### config.mk
export PLATFORM = sky130hd
export DESIGN_NAME = wpo_path_overhead
export DESIGN_NICKNAME = d
export VERILOG_FILES = /design/src/wpo_pkg.sv /design/src/wpo_path_overhead.sv
export SDC_FILE = /design/constraint.sdc
export NUM_CORES = 1
export LEC_CHECK = 0
export ABC_AREA = 1
export BUFFER_PORTS_ARGS = -buffer_cell sky130_fd_sc_hd__buf_4
export CORE_UTILIZATION = 41
export DETAILED_ROUTE_END_ITERATION = 8
export PLACE_DENSITY = 0.72
export SYNTH_ARGS = -nofsm -noshare
export SYNTH_HDL_FRONTEND = slang
export SYNTH_SLANG_ARGS = --single-unit
### constraint.sdc
create_clock -name pclk -period 2.4 [get_ports pclk]
set_input_delay 0.12 -clock pclk [delete_from_list [all_inputs] [get_ports pclk]]
set_output_delay 0.12 -clock pclk [all_outputs]
set_load 0.01 [all_outputs]
### src/wpo_pkg.sv
// ============================================================
// shared constants and carriers for the path overhead block
// ============================================================
package wpo_pkg;

   // ==========================================================
   // register byte offsets (one aligned word each)
   // ==========================================================
   localparam logic [7:0] OFS_CTRL = 8'h00;
   localparam logic [7:0] OFS_STATUS = 8'h04;
   localparam logic [7:0] OFS_PEND = 8'h08;
   localparam logic [7:0] OFS_MASKA = 8'h0C;
   localparam logic [7:0] OFS_MASKB = 8'h10;
   localparam logic [7:0] OFS_STD_CNT = 8'h14;
   localparam logic [7:0] OFS_STAT_CNT = 8'h18;

   // ==========================================================
   // control word layout and reset values
   // ==========================================================
   localparam int CTRL_TX_LABEL_LSB = 0;
   localparam int CTRL_EXP_LABEL_LSB = 8;
   localparam int CTRL_USER_LSB = 16;
   localparam int CTRL_RX_ENH = 24;
   localparam int CTRL_TX_ENH = 25;
   localparam int CTRL_BLK_MODE = 26;
   localparam logic [7:0] LABEL_RESET = 8'h1A;
   localparam logic [7:0] USER_RESET = 8'h00;
   localparam logic [31:0] CTRL_RESET = 32'h0300_1A1A;
   localparam logic [7:0] UNEQ_LABEL = 8'h00;

   // ==========================================================
   // event bit positions in status, pending and mask words
   // ==========================================================
   localparam int EV_UNEQ = 0;
   localparam int EV_MISMATCH = 1;
   localparam int EV_FERR = 2;
   localparam int EV_STATNZ = 3;
   localparam int EV_FDEF = 4;
   localparam int EV_FPAY = 5;
   localparam int EV_FSRV = 6;
   localparam int EV_FCON = 7;
   localparam int NUM_EV = 8;
   localparam int STATUS_LABEL_LSB = 8;

   // ==========================================================
   // path status octet layout and defect codes
   // ==========================================================
   localparam int G1_REI_LSB = 4;
   localparam int G1_RDI_BIT = 3;
   localparam int G1_CODE_LSB = 1;
   localparam logic [2:0] CODE_NONE = 3'h1;
   localparam logic [2:0] CODE_PAYLOAD = 3'h2;
   localparam logic [2:0] CODE_SERVER = 3'h5;
   localparam logic [2:0] CODE_CONN = 3'h6;
   localparam logic [3:0] REI_MAX = 4'h8;
   localparam logic [2:0] ACCEPT_FRAMES = 3'h5;
   localparam logic [3:0] DEFECT_FRAMES = 4'hA;

   // received overhead octets of one frame
   typedef struct packed {
      logic [7:0] label;
      logic [7:0] status;
   } wpo_rx_oh_type;

   // transmitted overhead octets of one frame
   typedef struct packed {
      logic [7:0] label;
      logic [7:0] status;
      logic [7:0] user;
   } wpo_tx_oh_type;

endpackage : wpo_pkg
### src/wpo_path_overhead.sv
// The address map and the APB slave port were left to the implementer.
`timescale 1ns/1ps
module wpo_path_overhead #(
   parameter int STD_CNT_W = 16,
   parameter int STAT_CNT_W = 32
) (
   input wire logic pclk,
   input wire logic presetn,
   input wire logic ce,
   input wire logic psel,
   input wire logic penable,
   input wire logic pwrite,
   input wire logic [7:0] paddr,
   input wire logic [31:0] pwdata,
   input wire logic [3:0] pstrb,
   output logic [31:0] prdata,
   output logic pready,
   output logic pslverr,
   input wire logic rx_frame_valid,
   input wire wpo_pkg::wpo_rx_oh_type rx_oh,
   input wire logic tx_frame_strobe,
   output wpo_pkg::wpo_tx_oh_type tx_oh,
   output logic tx_oh_valid,
   input wire logic rei_fifo_valid,
   input wire logic [3:0] rei_fifo_count,
   output logic rei_fifo_pop,
   input wire logic local_server_defect,
   input wire logic local_payload_defect,
   input wire logic local_connectivity_defect,
   input wire logic stats_tick,
   output logic irq_out_a,
   output logic irq_out_b
);

   // ==========================================================
   // elaboration checks
   // ==========================================================
   if (STD_CNT_W < 4 || STD_CNT_W > 32 || STAT_CNT_W < 4 ||
       STAT_CNT_W > 32) begin : g_bad_width
      $error("counter widths must lie between 4 and 32");
   end

   // ==========================================================
   // helper functions
   // ==========================================================
   // byte-lane merge for register writes
   function automatic logic [31:0] lane_merge(input logic [31:0] old,
         input logic [31:0] wr, input logic [3:0] strb);
      logic [31:0] r;
      r = old;
      for (int i = 0; i < 4; i++) begin
         if (strb[i]) begin
            r[i*8 +: 8] = wr[i*8 +: 8];
         end
      end
      return r;
   endfunction : lane_merge

   // connectivity event shares the far-end defect mask bit
   function automatic logic [7:0] eff_mask(input logic [31:0] m);
      logic [7:0] r;
      r = m[7:0];
      r[wpo_pkg::EV_FCON] = m[wpo_pkg::EV_FDEF];
      return r;
   endfunction : eff_mask

   // received error count; counts above eight are meaningless
   function automatic logic [3:0] rei_of(input logic [7:0] g1);
      logic [3:0] v;
      v = g1[wpo_pkg::G1_REI_LSB +: 4];
      return (v > wpo_pkg::REI_MAX) ? 4'h0 : v;
   endfunction : rei_of

   // ==========================================================
   // state
   // ==========================================================
   logic [31:0] ctrl_q, ctrl_d;        // control word
   logic [31:0] maska_q, maska_d;      // mask toward output a
   logic [31:0] maskb_q, maskb_d;      // mask toward output b
   logic [31:0] prdata_q, prdata_d;
   logic pready_q, pready_d;
   logic pslverr_q, pslverr_d;
   logic [7:0] pend_q, pend_d;         // sticky events
   logic [7:0] latch_q, latch_d;       // latch-high status bits
   logic irq_a_q, irq_a_d;
   logic irq_b_q, irq_b_d;
   logic [7:0] cand_q, cand_d;         // label being qualified
   logic [2:0] cand_cnt_q, cand_cnt_d;
   logic [7:0] acc_label_q, acc_label_d;
   logic [3:0] def_cnt_q, def_cnt_d;   // persistence counter
   logic fdef_q, fdef_d;               // far-end defect live
   logic [2:0] last_code_q, last_code_d;
   logic [STD_CNT_W-1:0] std_cnt_q, std_cnt_d;
   logic [STAT_CNT_W-1:0] stat_acc_q, stat_acc_d;
   logic [STAT_CNT_W-1:0] stat_snap_q, stat_snap_d;
   wpo_pkg::wpo_tx_oh_type tx_oh_q, tx_oh_d;
   logic tx_valid_q, tx_valid_d;
   logic pop_q, pop_d;

   // live conditions from held state, event sets and bus strobes
   logic [7:0] live;
   logic mismatch_live;
   logic [7:0] ev_set;
   logic bus_done, rd_pend, rd_status;

   // ==========================================================
   // apb slave: answer in the first access cycle
   // ==========================================================
   assign bus_done = psel && penable && pready_q;
   assign rd_pend = bus_done && !pwrite && paddr == wpo_pkg::OFS_PEND;
   assign rd_status = bus_done && !pwrite &&
                      paddr == wpo_pkg::OFS_STATUS;

   // read data prepared in the setup cycle, registered
   always_comb begin
      ctrl_d = ctrl_q;
      maska_d = maska_q;
      maskb_d = maskb_q;
      prdata_d = prdata_q;
      pslverr_d = 1'b0;
      pready_d = 1'b0;
      if (psel && !penable) begin
         pready_d = 1'b1;
         prdata_d = 32'h0000_0000;
         // address decode
         if (paddr == wpo_pkg::OFS_CTRL) begin
            prdata_d = ctrl_q;
         end else if (paddr == wpo_pkg::OFS_STATUS) begin
            prdata_d[7:0] = live | latch_q;
            prdata_d[wpo_pkg::STATUS_LABEL_LSB +: 8] = acc_label_q;
         end else if (paddr == wpo_pkg::OFS_PEND) begin
            prdata_d[7:0] = pend_q;
         end else if (paddr == wpo_pkg::OFS_MASKA) begin
            prdata_d = maska_q;
         end else if (paddr == wpo_pkg::OFS_MASKB) begin
            prdata_d = maskb_q;
         end else if (paddr == wpo_pkg::OFS_STD_CNT) begin
            prdata_d[STD_CNT_W-1:0] = std_cnt_q;
         end else if (paddr == wpo_pkg::OFS_STAT_CNT) begin
            prdata_d[STAT_CNT_W-1:0] = stat_snap_q;
         end else begin
            // unmapped: error answer, zero data
            pslverr_d = 1'b1;
         end
      end else if (psel && penable && pready_q) begin
         pslverr_d = pslverr_q;
      end
      // writes land only at the completing edge
      if (bus_done && pwrite) begin
         if (paddr == wpo_pkg::OFS_CTRL) begin
            ctrl_d = lane_merge(ctrl_q, pwdata, pstrb);
         end else if (paddr == wpo_pkg::OFS_MASKA) begin
            // only the eight event bits (the low byte lane) are kept
            maska_d = lane_merge(maska_q, pwdata, pstrb) & 32'h0000_00FF;
         end else if (paddr == wpo_pkg::OFS_MASKB) begin
            maskb_d = lane_merge(maskb_q, pwdata, pstrb) & 32'h0000_00FF;
         end
      end
   end

   // bus registers; ctrl reset carries both label defaults
   always_ff @(posedge pclk or negedge presetn) begin
      if (!presetn) begin
         ctrl_q <= wpo_pkg::CTRL_RESET;
         maska_q <= 32'h0000_0000;
         maskb_q <= 32'h0000_0000;
         prdata_q <= 32'h0000_0000;
         pready_q <= 1'b0;
         pslverr_q <= 1'b0;
      end else if (ce) begin
         ctrl_q <= ctrl_d;
         maska_q <= maska_d;
         maskb_q <= maskb_d;
         prdata_q <= prdata_d;
         pready_q <= pready_d;
         pslverr_q <= pslverr_d;
      end
   end

   // ==========================================================
   // receive side: label, defects, far-end counters
   // ==========================================================
   assign mismatch_live = acc_label_q != wpo_pkg::UNEQ_LABEL &&
      acc_label_q != ctrl_q[wpo_pkg::CTRL_EXP_LABEL_LSB +: 8];

   // live status view; latched bits are or-ed in on read
   always_comb begin
      live = 8'h00;
      live[wpo_pkg::EV_UNEQ] = acc_label_q == wpo_pkg::UNEQ_LABEL;
      live[wpo_pkg::EV_FERR] = |std_cnt_q;
      live[wpo_pkg::EV_STATNZ] = |stat_acc_q;
      live[wpo_pkg::EV_FDEF] = fdef_q;
      live[wpo_pkg::EV_FCON] = fdef_q && ctrl_q[wpo_pkg::CTRL_RX_ENH] &&
                               last_code_q == wpo_pkg::CODE_CONN;
   end

   // next receive state and event sets
   always_comb begin
      logic seen;
      logic [3:0] rei;
      logic [2:0] code;
      logic [STAT_CNT_W:0] sum;
      seen = 1'b0;
      rei = 4'h0;
      code = 3'h0;
      sum = '0;
      cand_d = cand_q;
      cand_cnt_d = cand_cnt_q;
      acc_label_d = acc_label_q;
      def_cnt_d = def_cnt_q;
      fdef_d = fdef_q;
      last_code_d = last_code_q;
      std_cnt_d = std_cnt_q;
      stat_acc_d = stat_acc_q;
      stat_snap_d = stat_snap_q;
      ev_set = 8'h00;
      if (rx_frame_valid) begin
         code = rx_oh.status[wpo_pkg::G1_CODE_LSB +: 3];
         rei = rei_of(rx_oh.status);
         if (rx_oh.label == cand_q) begin
            if (cand_cnt_q < wpo_pkg::ACCEPT_FRAMES) begin
               cand_cnt_d = cand_cnt_q + 3'h1;
            end
         end else begin
            cand_d = rx_oh.label;
            cand_cnt_d = 3'h1;
         end
         if (cand_cnt_d == wpo_pkg::ACCEPT_FRAMES) begin
            acc_label_d = cand_d;
         end
         if (ctrl_q[wpo_pkg::CTRL_RX_ENH]) begin
            seen = code == wpo_pkg::CODE_PAYLOAD ||
                   code == wpo_pkg::CODE_SERVER ||
                   code == wpo_pkg::CODE_CONN;
         end else begin
            // bit 5 alone, bit 8 ignored
            seen = rx_oh.status[wpo_pkg::G1_RDI_BIT];
         end
         last_code_d = code;
         // ten contiguous frames to change state
         if (seen != fdef_q) begin
            if (def_cnt_q == wpo_pkg::DEFECT_FRAMES - 4'h1) begin
               fdef_d = seen;
               def_cnt_d = 4'h0;
            end else begin
               def_cnt_d = def_cnt_q + 4'h1;
            end
         end else begin
            def_cnt_d = 4'h0;
         end
         if (rei != 4'h0) begin
            std_cnt_d = std_cnt_q + 1'b1;
            ev_set[wpo_pkg::EV_FERR] = 1'b1;
         end
         if (ctrl_q[wpo_pkg::CTRL_RX_ENH] &&
             code == wpo_pkg::CODE_PAYLOAD) begin
            ev_set[wpo_pkg::EV_FPAY] = 1'b1;
         end
         if (ctrl_q[wpo_pkg::CTRL_RX_ENH] &&
             code == wpo_pkg::CODE_SERVER) begin
            ev_set[wpo_pkg::EV_FSRV] = 1'b1;
         end
      end
      // tick snapshots then restarts the sum
      if (stats_tick) begin
         stat_snap_d = stat_acc_q;
         stat_acc_d = '0;
      end
      if (rx_frame_valid && rei != 4'h0) begin
         // block mode adds one per frame
         if (ctrl_q[wpo_pkg::CTRL_BLK_MODE]) begin
            sum = {1'b0, stat_acc_d} + 1'b1;
         end else begin
            sum = {1'b0, stat_acc_d} + {{(STAT_CNT_W - 3){1'b0}}, rei};
         end
         // saturate rather than wrap
         stat_acc_d = sum[STAT_CNT_W] ? '1 : sum[STAT_CNT_W-1:0];
         ev_set[wpo_pkg::EV_STATNZ] = 1'b1;
      end
      // unequipped raised on acceptance of zero
      ev_set[wpo_pkg::EV_UNEQ] = acc_label_d == wpo_pkg::UNEQ_LABEL &&
                                 acc_label_q != wpo_pkg::UNEQ_LABEL;
      ev_set[wpo_pkg::EV_MISMATCH] = mismatch_live;
      ev_set[wpo_pkg::EV_FDEF] = fdef_d && !fdef_q;
      ev_set[wpo_pkg::EV_FCON] = fdef_d && ctrl_q[wpo_pkg::CTRL_RX_ENH] &&
         last_code_d == wpo_pkg::CODE_CONN && !live[wpo_pkg::EV_FCON];
   end

   // sticky bits: an event in the clearing cycle wins
   always_comb begin
      logic [7:0] lmask;
      lmask = 8'h00;
      lmask[wpo_pkg::EV_MISMATCH] = 1'b1;
      lmask[wpo_pkg::EV_FPAY] = 1'b1;
      lmask[wpo_pkg::EV_FSRV] = 1'b1;
      // clear only what the read returned; later sets survive
      pend_d = (rd_pend ? pend_q & ~prdata_q[7:0] : pend_q) | ev_set;
      latch_d = ((rd_status ? latch_q & ~prdata_q[7:0] : latch_q) |
                 ev_set) & lmask;
      irq_a_d = |(pend_d & eff_mask(maska_q));
      irq_b_d = |(pend_d & eff_mask(maskb_q));
   end

   // receive registers; accepted label starts at expected
   always_ff @(posedge pclk or negedge presetn) begin
      if (!presetn) begin
         cand_q <= wpo_pkg::LABEL_RESET;
         cand_cnt_q <= 3'h0;
         acc_label_q <= wpo_pkg::LABEL_RESET;
         def_cnt_q <= 4'h0;
         fdef_q <= 1'b0;
         last_code_q <= wpo_pkg::CODE_NONE;
         std_cnt_q <= '0;
         stat_acc_q <= '0;
         stat_snap_q <= '0;
         pend_q <= 8'h00;
         latch_q <= 8'h00;
         irq_a_q <= 1'b0;
         irq_b_q <= 1'b0;
      end else if (ce) begin
         cand_q <= cand_d;
         cand_cnt_q <= cand_cnt_d;
         acc_label_q <= acc_label_d;
         def_cnt_q <= def_cnt_d;
         fdef_q <= fdef_d;
         last_code_q <= last_code_d;
         std_cnt_q <= std_cnt_d;
         stat_acc_q <= stat_acc_d;
         stat_snap_q <= stat_snap_d;
         pend_q <= pend_d;
         latch_q <= latch_d;
         irq_a_q <= irq_a_d;
         irq_b_q <= irq_b_d;
      end
   end

   // ==========================================================
   // transmit side: overhead octets per frame strobe
   // ==========================================================
   always_comb begin
      logic [3:0] rei;
      logic [2:0] code;
      rei = 4'h0;
      code = wpo_pkg::CODE_NONE;
      tx_oh_d = tx_oh_q;
      tx_valid_d = 1'b0;
      pop_d = 1'b0;
      if (tx_frame_strobe) begin
         if (rei_fifo_valid) begin
            rei = rei_fifo_count;
            pop_d = 1'b1;
         end
         if (local_server_defect) begin
            code = wpo_pkg::CODE_SERVER;
         end else if (local_connectivity_defect ||
                      live[wpo_pkg::EV_UNEQ]) begin
            code = wpo_pkg::CODE_CONN;
         end else if (local_payload_defect || mismatch_live) begin
            code = wpo_pkg::CODE_PAYLOAD;
         end
         tx_oh_d.label = ctrl_q[wpo_pkg::CTRL_TX_LABEL_LSB +: 8];
         tx_oh_d.user = ctrl_q[wpo_pkg::CTRL_USER_LSB +: 8];
         tx_oh_d.status = 8'h00;
         // error count in the top nibble
         tx_oh_d.status[wpo_pkg::G1_REI_LSB +: 4] = rei;
         if (ctrl_q[wpo_pkg::CTRL_TX_ENH]) begin
            tx_oh_d.status[wpo_pkg::G1_CODE_LSB +: 3] = code;
         end else begin
            tx_oh_d.status[wpo_pkg::G1_RDI_BIT] = local_server_defect;
         end
         tx_valid_d = 1'b1;
      end
   end

   // transmit registers
   always_ff @(posedge pclk or negedge presetn) begin
      if (!presetn) begin
         tx_oh_q <= '{wpo_pkg::LABEL_RESET, 8'h00, wpo_pkg::USER_RESET};
         tx_valid_q <= 1'b0;
         pop_q <= 1'b0;
      end else if (ce) begin
         tx_oh_q <= tx_oh_d;
         tx_valid_q <= tx_valid_d;
         pop_q <= pop_d;
      end
   end

   // outputs straight from flops
   assign prdata = prdata_q;
   assign pready = pready_q;
   assign pslverr = pslverr_q;
   assign tx_oh = tx_oh_q;
   assign tx_oh_valid = tx_valid_q;
   assign rei_fifo_pop = pop_q;
   assign irq_out_a = irq_a_q;
   assign irq_out_b = irq_b_q;

   // ==========================================================
   // assertions
   // ==========================================================
   property p_label_accept;
      @(posedge pclk) disable iff (!presetn)
      ce && $changed(acc_label_q) |-> $past(rx_frame_valid) &&
         $past(cand_cnt_q) == wpo_pkg::ACCEPT_FRAMES - 3'h1;
   endproperty
   a_label_accept: assert property (p_label_accept)
      else $error("label accepted without five frames");

   property p_tx_label;
      @(posedge pclk) disable iff (!presetn)
      ce && tx_frame_strobe |=> tx_oh_valid &&
         tx_oh.label == $past(ctrl_q[7:0]);
   endproperty
   a_tx_label: assert property (p_tx_label)
      else $error("transmit label not from control");

   property p_tx_user;
      @(posedge pclk) disable iff (!presetn)
      ce && tx_frame_strobe |=> tx_oh.user == $past(ctrl_q[23:16]);
   endproperty
   a_tx_user: assert property (p_tx_user)
      else $error("user channel not from control");

   property p_no_count;
      @(posedge pclk) disable iff (!presetn)
      ce && tx_frame_strobe && !rei_fifo_valid |=>
         tx_oh.status[7:4] == 4'h0 && !rei_fifo_pop;
   endproperty
   a_no_count: assert property (p_no_count)
      else $error("nonzero count sent with empty fifo");

   property p_server_first;
      @(posedge pclk) disable iff (!presetn)
      ce && tx_frame_strobe && ctrl_q[25] && local_server_defect |=>
         tx_oh.status[3:1] == 3'h5;
   endproperty
   a_server_first: assert property (p_server_first)
      else $error("server code not given priority");

   property p_one_bit_tx;
      @(posedge pclk) disable iff (!presetn)
      ce && tx_frame_strobe && !ctrl_q[25] |=>
         tx_oh.status[2:0] == 3'h0;
   endproperty
   a_one_bit_tx: assert property (p_one_bit_tx)
      else $error("one-bit mode sent nonzero bits 6-8");

   property p_std_step;
      @(posedge pclk) disable iff (!presetn)
      $changed(std_cnt_q) |-> std_cnt_q == $past(std_cnt_q) + 1'b1;
   endproperty
   a_std_step: assert property (p_std_step)
      else $error("standard counter moved by other than one");

   property p_tick_snap;
      @(posedge pclk) disable iff (!presetn)
      ce && stats_tick |=> stat_snap_q == $past(stat_acc_q);
   endproperty
   a_tick_snap: assert property (p_tick_snap)
      else $error("tick did not snapshot the accumulator");

   property p_defect_declare;
      @(posedge pclk) disable iff (!presetn)
      $rose(fdef_q) |-> $past(def_cnt_q) == wpo_pkg::DEFECT_FRAMES - 4'h1
         ##1 pend_q[wpo_pkg::EV_FDEF] || $past(rd_pend);
   endproperty
   a_defect_declare: assert property (p_defect_declare)
      else $error("far defect declared too early or unflagged");

endmodule : wpo_path_overhead

==> summary.txt <==
Finish
  – Final net count: about 1800
  – Ant. Diodes: 0
  – Post-route non-filler standard cell count: 2072
  – P&R area growth vs syn: 29.3%
  – Share of layout cells above drive strength 1: 22.1%
  – Fin util: 54.4%

Worst setup path
  – Cell mode on critical path: inv_2
  – Worst-path fanout max: 10
  – Cell Chain, Critical Path: inv_2 > o31ai_2 > ha_4 > fa_2 > nand2_2 > inv_2 > o21ai_2 > nand2_2 > nand4_4 > inv_2 > nand3_2 > nor3_4 > buf_12 > o21ai_2 > o21ai_1 > nand2_1 > o21ai_1
  – Critical path buffers and inverters: 4
  – Critical Path AT: around 2.8 ns
  – Slowest Stage Delay on Critical Path: a little over 0.4 ns
  – CP top delay family: adder cells
  – Worst setup SP type: flip-flop
  – Setup crit end kind: flip-flop
  – CP Data Required Time: roughly 2.8 ns
  – Kind of critical path: reg2reg
  – Slowest library cell on the worst path: fa_2

STA
  – Tightest hold margin: around 0.033 ns
  – Clock skew: 0.0301 ns
  – # setup viols final: 0
  – Tcrit/Tclk final: a little over nine tenths
  – RSZ-0062 raised after global routing: yes
  – Minimum clock period: between 2 and 2.5 ns
  – Headroom to the max-slew limit: 58.4%
  – Pins Over Slew Limit: 0
  – Worst Max-Slew Pin Slew: between 0.6 and 0.7 ns
  – Max Clock Freq: 0.423 GHz
  – Final hold vios: 0

Detailed routing
  – Vias per inst: 5.27
  – Final Routed Wirelength: 34.7 mm
  – DR pass1 iterations: 5
  – Post-DR wirelength/cell: between 15 and 20 µm
  – Drc violations: 0
  – DRT iter0 DRCs: a little under 1000
  – Number of routed nets with antenna violations: 0
  – Vias: ~11000

Logic synthesis
  – Async S/R FF share, synth: between 90% and 100%
  – Synth top cells by count: 344 x nand2_1, 209 x dfrtp_1, 176 x o21ai_0, 175 x inv_1, 99 x nor2_1
  – Number of flops mapped to enable cells by yosys: 0
  – Netlist Area Pre-Place: approximately 0.012 mm²
  – Most used DFF post-synth: dfrtp_1
  – Synth area leaders: dfrtp_1 44%, nand2_1 11%, o21ai_0 7.5%
  – Post-Syn Area per Cell: ~8 µm²
  – Synth top area share: 44.4%
  – Post-synth cell types: 56
  – Dominant cell by count in the synthesized netlist: nand2_1
  – Post-Syn Instances: between 1000 and 1500
  – Seq/Total Area, Yosys: about half
  – Post-synthesis net count: ~1500
  – Leading area contributor after synthesis: dfrtp_1
  – FF+latch count, synth: about 230
  – Yosys warning count: 0

Clock tree
  – Clk slew on worst S/H paths: 0.06 ns
  – CTS sink cnt: between 200 and 250
  – Clock insertion delay at the later pin of the skew report: about 0.54 ns
  – CTS tree: done
  – CTS Buffer Depth: 3
  – Clock buffer count from CTS: 26
  – H-Tree Level Count: 1
  – Root Driver: clkbuf_16

Die
  – Core Area: between 0.02 and 0.03 mm²
  – DIE HEIGHT: around 170 µm
  – # IOs: ~140
  – Initial Util: 42.0%
  – Die area: roughly 0.03 mm²
  – Number of cell rows: 61
  – Die X: 171 µm

Pwr
  – Leakage: around 7.2 nW
  – Power per cell area: between 600 and 700 mW/mm²
  – VDD IR-drop max: between 0.4 and 0.5 mV

Place
  – Routability cong.: between 0.9 and 1
  – DP Cell Count: a little under 2000
  – Post-DP HPWL: roughly 25 mm
  – Count of input and output buffers: roughly 140

Job
  – Max Cap Violations: 0

Global route
  – Initial antenna violation count: 0
  – Vias in the first global route: 10500
  – Total GRT Usage: 23.4%
  – Global-route wire length before repair: between 50 and 60 mm
  – GRT overflow: 0
  – Largest net degree at the start of global routing: 67

Hold path
  – Hold WC Path Type: in2reg

Status
  – Status: completed
## sequential cells by signal, indices dropped and copies added, names as in the netlist, 3 cells and up
signal	flops
maska_q	8
latch_q	3
acc_label_q	8
ctrl_q	32
cand_q	8
stat_snap_q	32
tx_oh	23
pend_q	8
last_code_q	3
stat_acc_q	32
cand_cnt_q	3
maskb_q	8
std_cnt_q	16
def_cnt_q	4
prdata	32
## report_power, final
| part | total, W | internal [W] | leakage, nW | switching [W] |
|---|---|---|---|---|
| Sequential | 0.00440 | 0.00415 | 2.89 | 0.000251 |
| Clock | 0.00385 | 0.00224 | 0.407 | 0.00161 |
| Combinational | 0.00152 | 0.000632 | 3.92 | 0.000890 |
## kinds of logic (layout without fill, tap and decap cells)
kind of cell / after synthesis / after routing / synth area share [%]
xor gates and xnor gates: 49 / 49 / 3.65
adders and majority gates: 8 / 8 / 0.914
AOI/OAI and AO/OA: 297 / 297 / 14.5
muxes: 31 / 31 / 2.89
other: 1 / 1 / 0.0319
and+or+nand+nor: 582 / 583 / 21.8
buffers and inverters: 235 / 498 / 7.83
DFF: 227 / 227 / 48.4
## worst reg2reg max path, stage by stage, from the launching register on
cell	delay (ns)
dfrtp_1	0.38
inv_2	0.07
o31ai_2	0.08
ha_4	0.18
fa_2	0.41
nand2_2	0.07
inv_2	0.04
o21ai_2	0.12
nand2_2	0.10
nand4_4	0.12
inv_2	0.06
nand3_2	0.08
nor3_4	0.05
buf_12	0.15
o21ai_2	0.11
o21ai_1	0.08
nand2_1	0.07
o21ai_1	0.07
## stage by stage
step	TNS [ns]	worst slack (ns)	power, W	area, µm²
floorplan	0	0.0255	0.00519	11800
global placement	-0.821	-0.0822	0.00580	13600
detailed placement	-1.70	-0.119	0.00585	13600
CTS	0	0.00320	0.00978	15000
global route	-1.93	-0.120	0.0102	15200
finish	0	0.0350	0.00977	15200
## path summary, 6_finish.rpt
check,depth (start not counted),slack [ns],start,endpoint
min,4,0.03,local_connectivity_defect,tx_oh[9]
min in group asynchronous,2,0.10,presetn,stat_snap_q[22]
max reg2reg,17,0.03,ctrl_q[26],stat_acc_q[15]
min reg2reg,2,0.47,tx_oh_valid,tx_oh_valid
max in group asynchronous,3,1.46,presetn,ctrl_q[3]
max,17,0.03,ctrl_q[26],stat_acc_q[15]
## cells in the final DEF, fill, tap and decap left out, types with 4 or more instances in the layout
cell and instances:
a21oi_1 36, a21oi_2 4, a221oi_1 9, a2bb2oi_1 16
a31oi_1 4, buf_4 203, clkbuf_1 7, clkbuf_16 26
clkbuf_8 4, clkinv_2 5, dfrtp_1 209, dfstp_2 18
dlygate4sd3_1 56, ha_1 6, inv_1 171, inv_2 11
mux2_2 24, mux2i_1 7, nand2_1 339, nand2_2 11
nand3_1 40, nand4_1 31, nor2_1 91, nor2_2 10
nor2_4 14, nor3_1 17, nor3_2 4, nor4_1 8
o2111ai_1 5, o211ai_1 9, o21ai_0 163, o21ai_1 21
o21ai_2 9, xnor2_1 18, xor2_1 31
## timing repair
action	CTS	global route
hold endpoints to repair	156	0
setup endpoints to repair	25	35
hold buffers	56	0
resized for setup	7	57
setup buffers	0	9
gates cloned	0	1
pin swaps	2	15
## area by class of cell
class / instances / area, µm²
Clock inverter: 11 / 104
Sequential cell: 227 / 5700
Tap cell: 378 / 473
Multi-Input combinational cell: 969 / 5330
Fill cell: 2523 / 12800
Inverter: 186 / 711
Timing Repair Buffer: 264 / 2170
Clock buffer: 37 / 732
## per-layer routing
layer / global-route usage [%] / part of all wire, % / vias to the layer above
li1: - / - / 5186
met1: 31.2 / 42 / 5273
met2: 39.7 / 49 / 385
met3: 3.13 / 6.1 / 71
met4: 6.72 / 2.5 / 0
met5: 0 / 0 / -
Power figures use the tool's default switching activity.
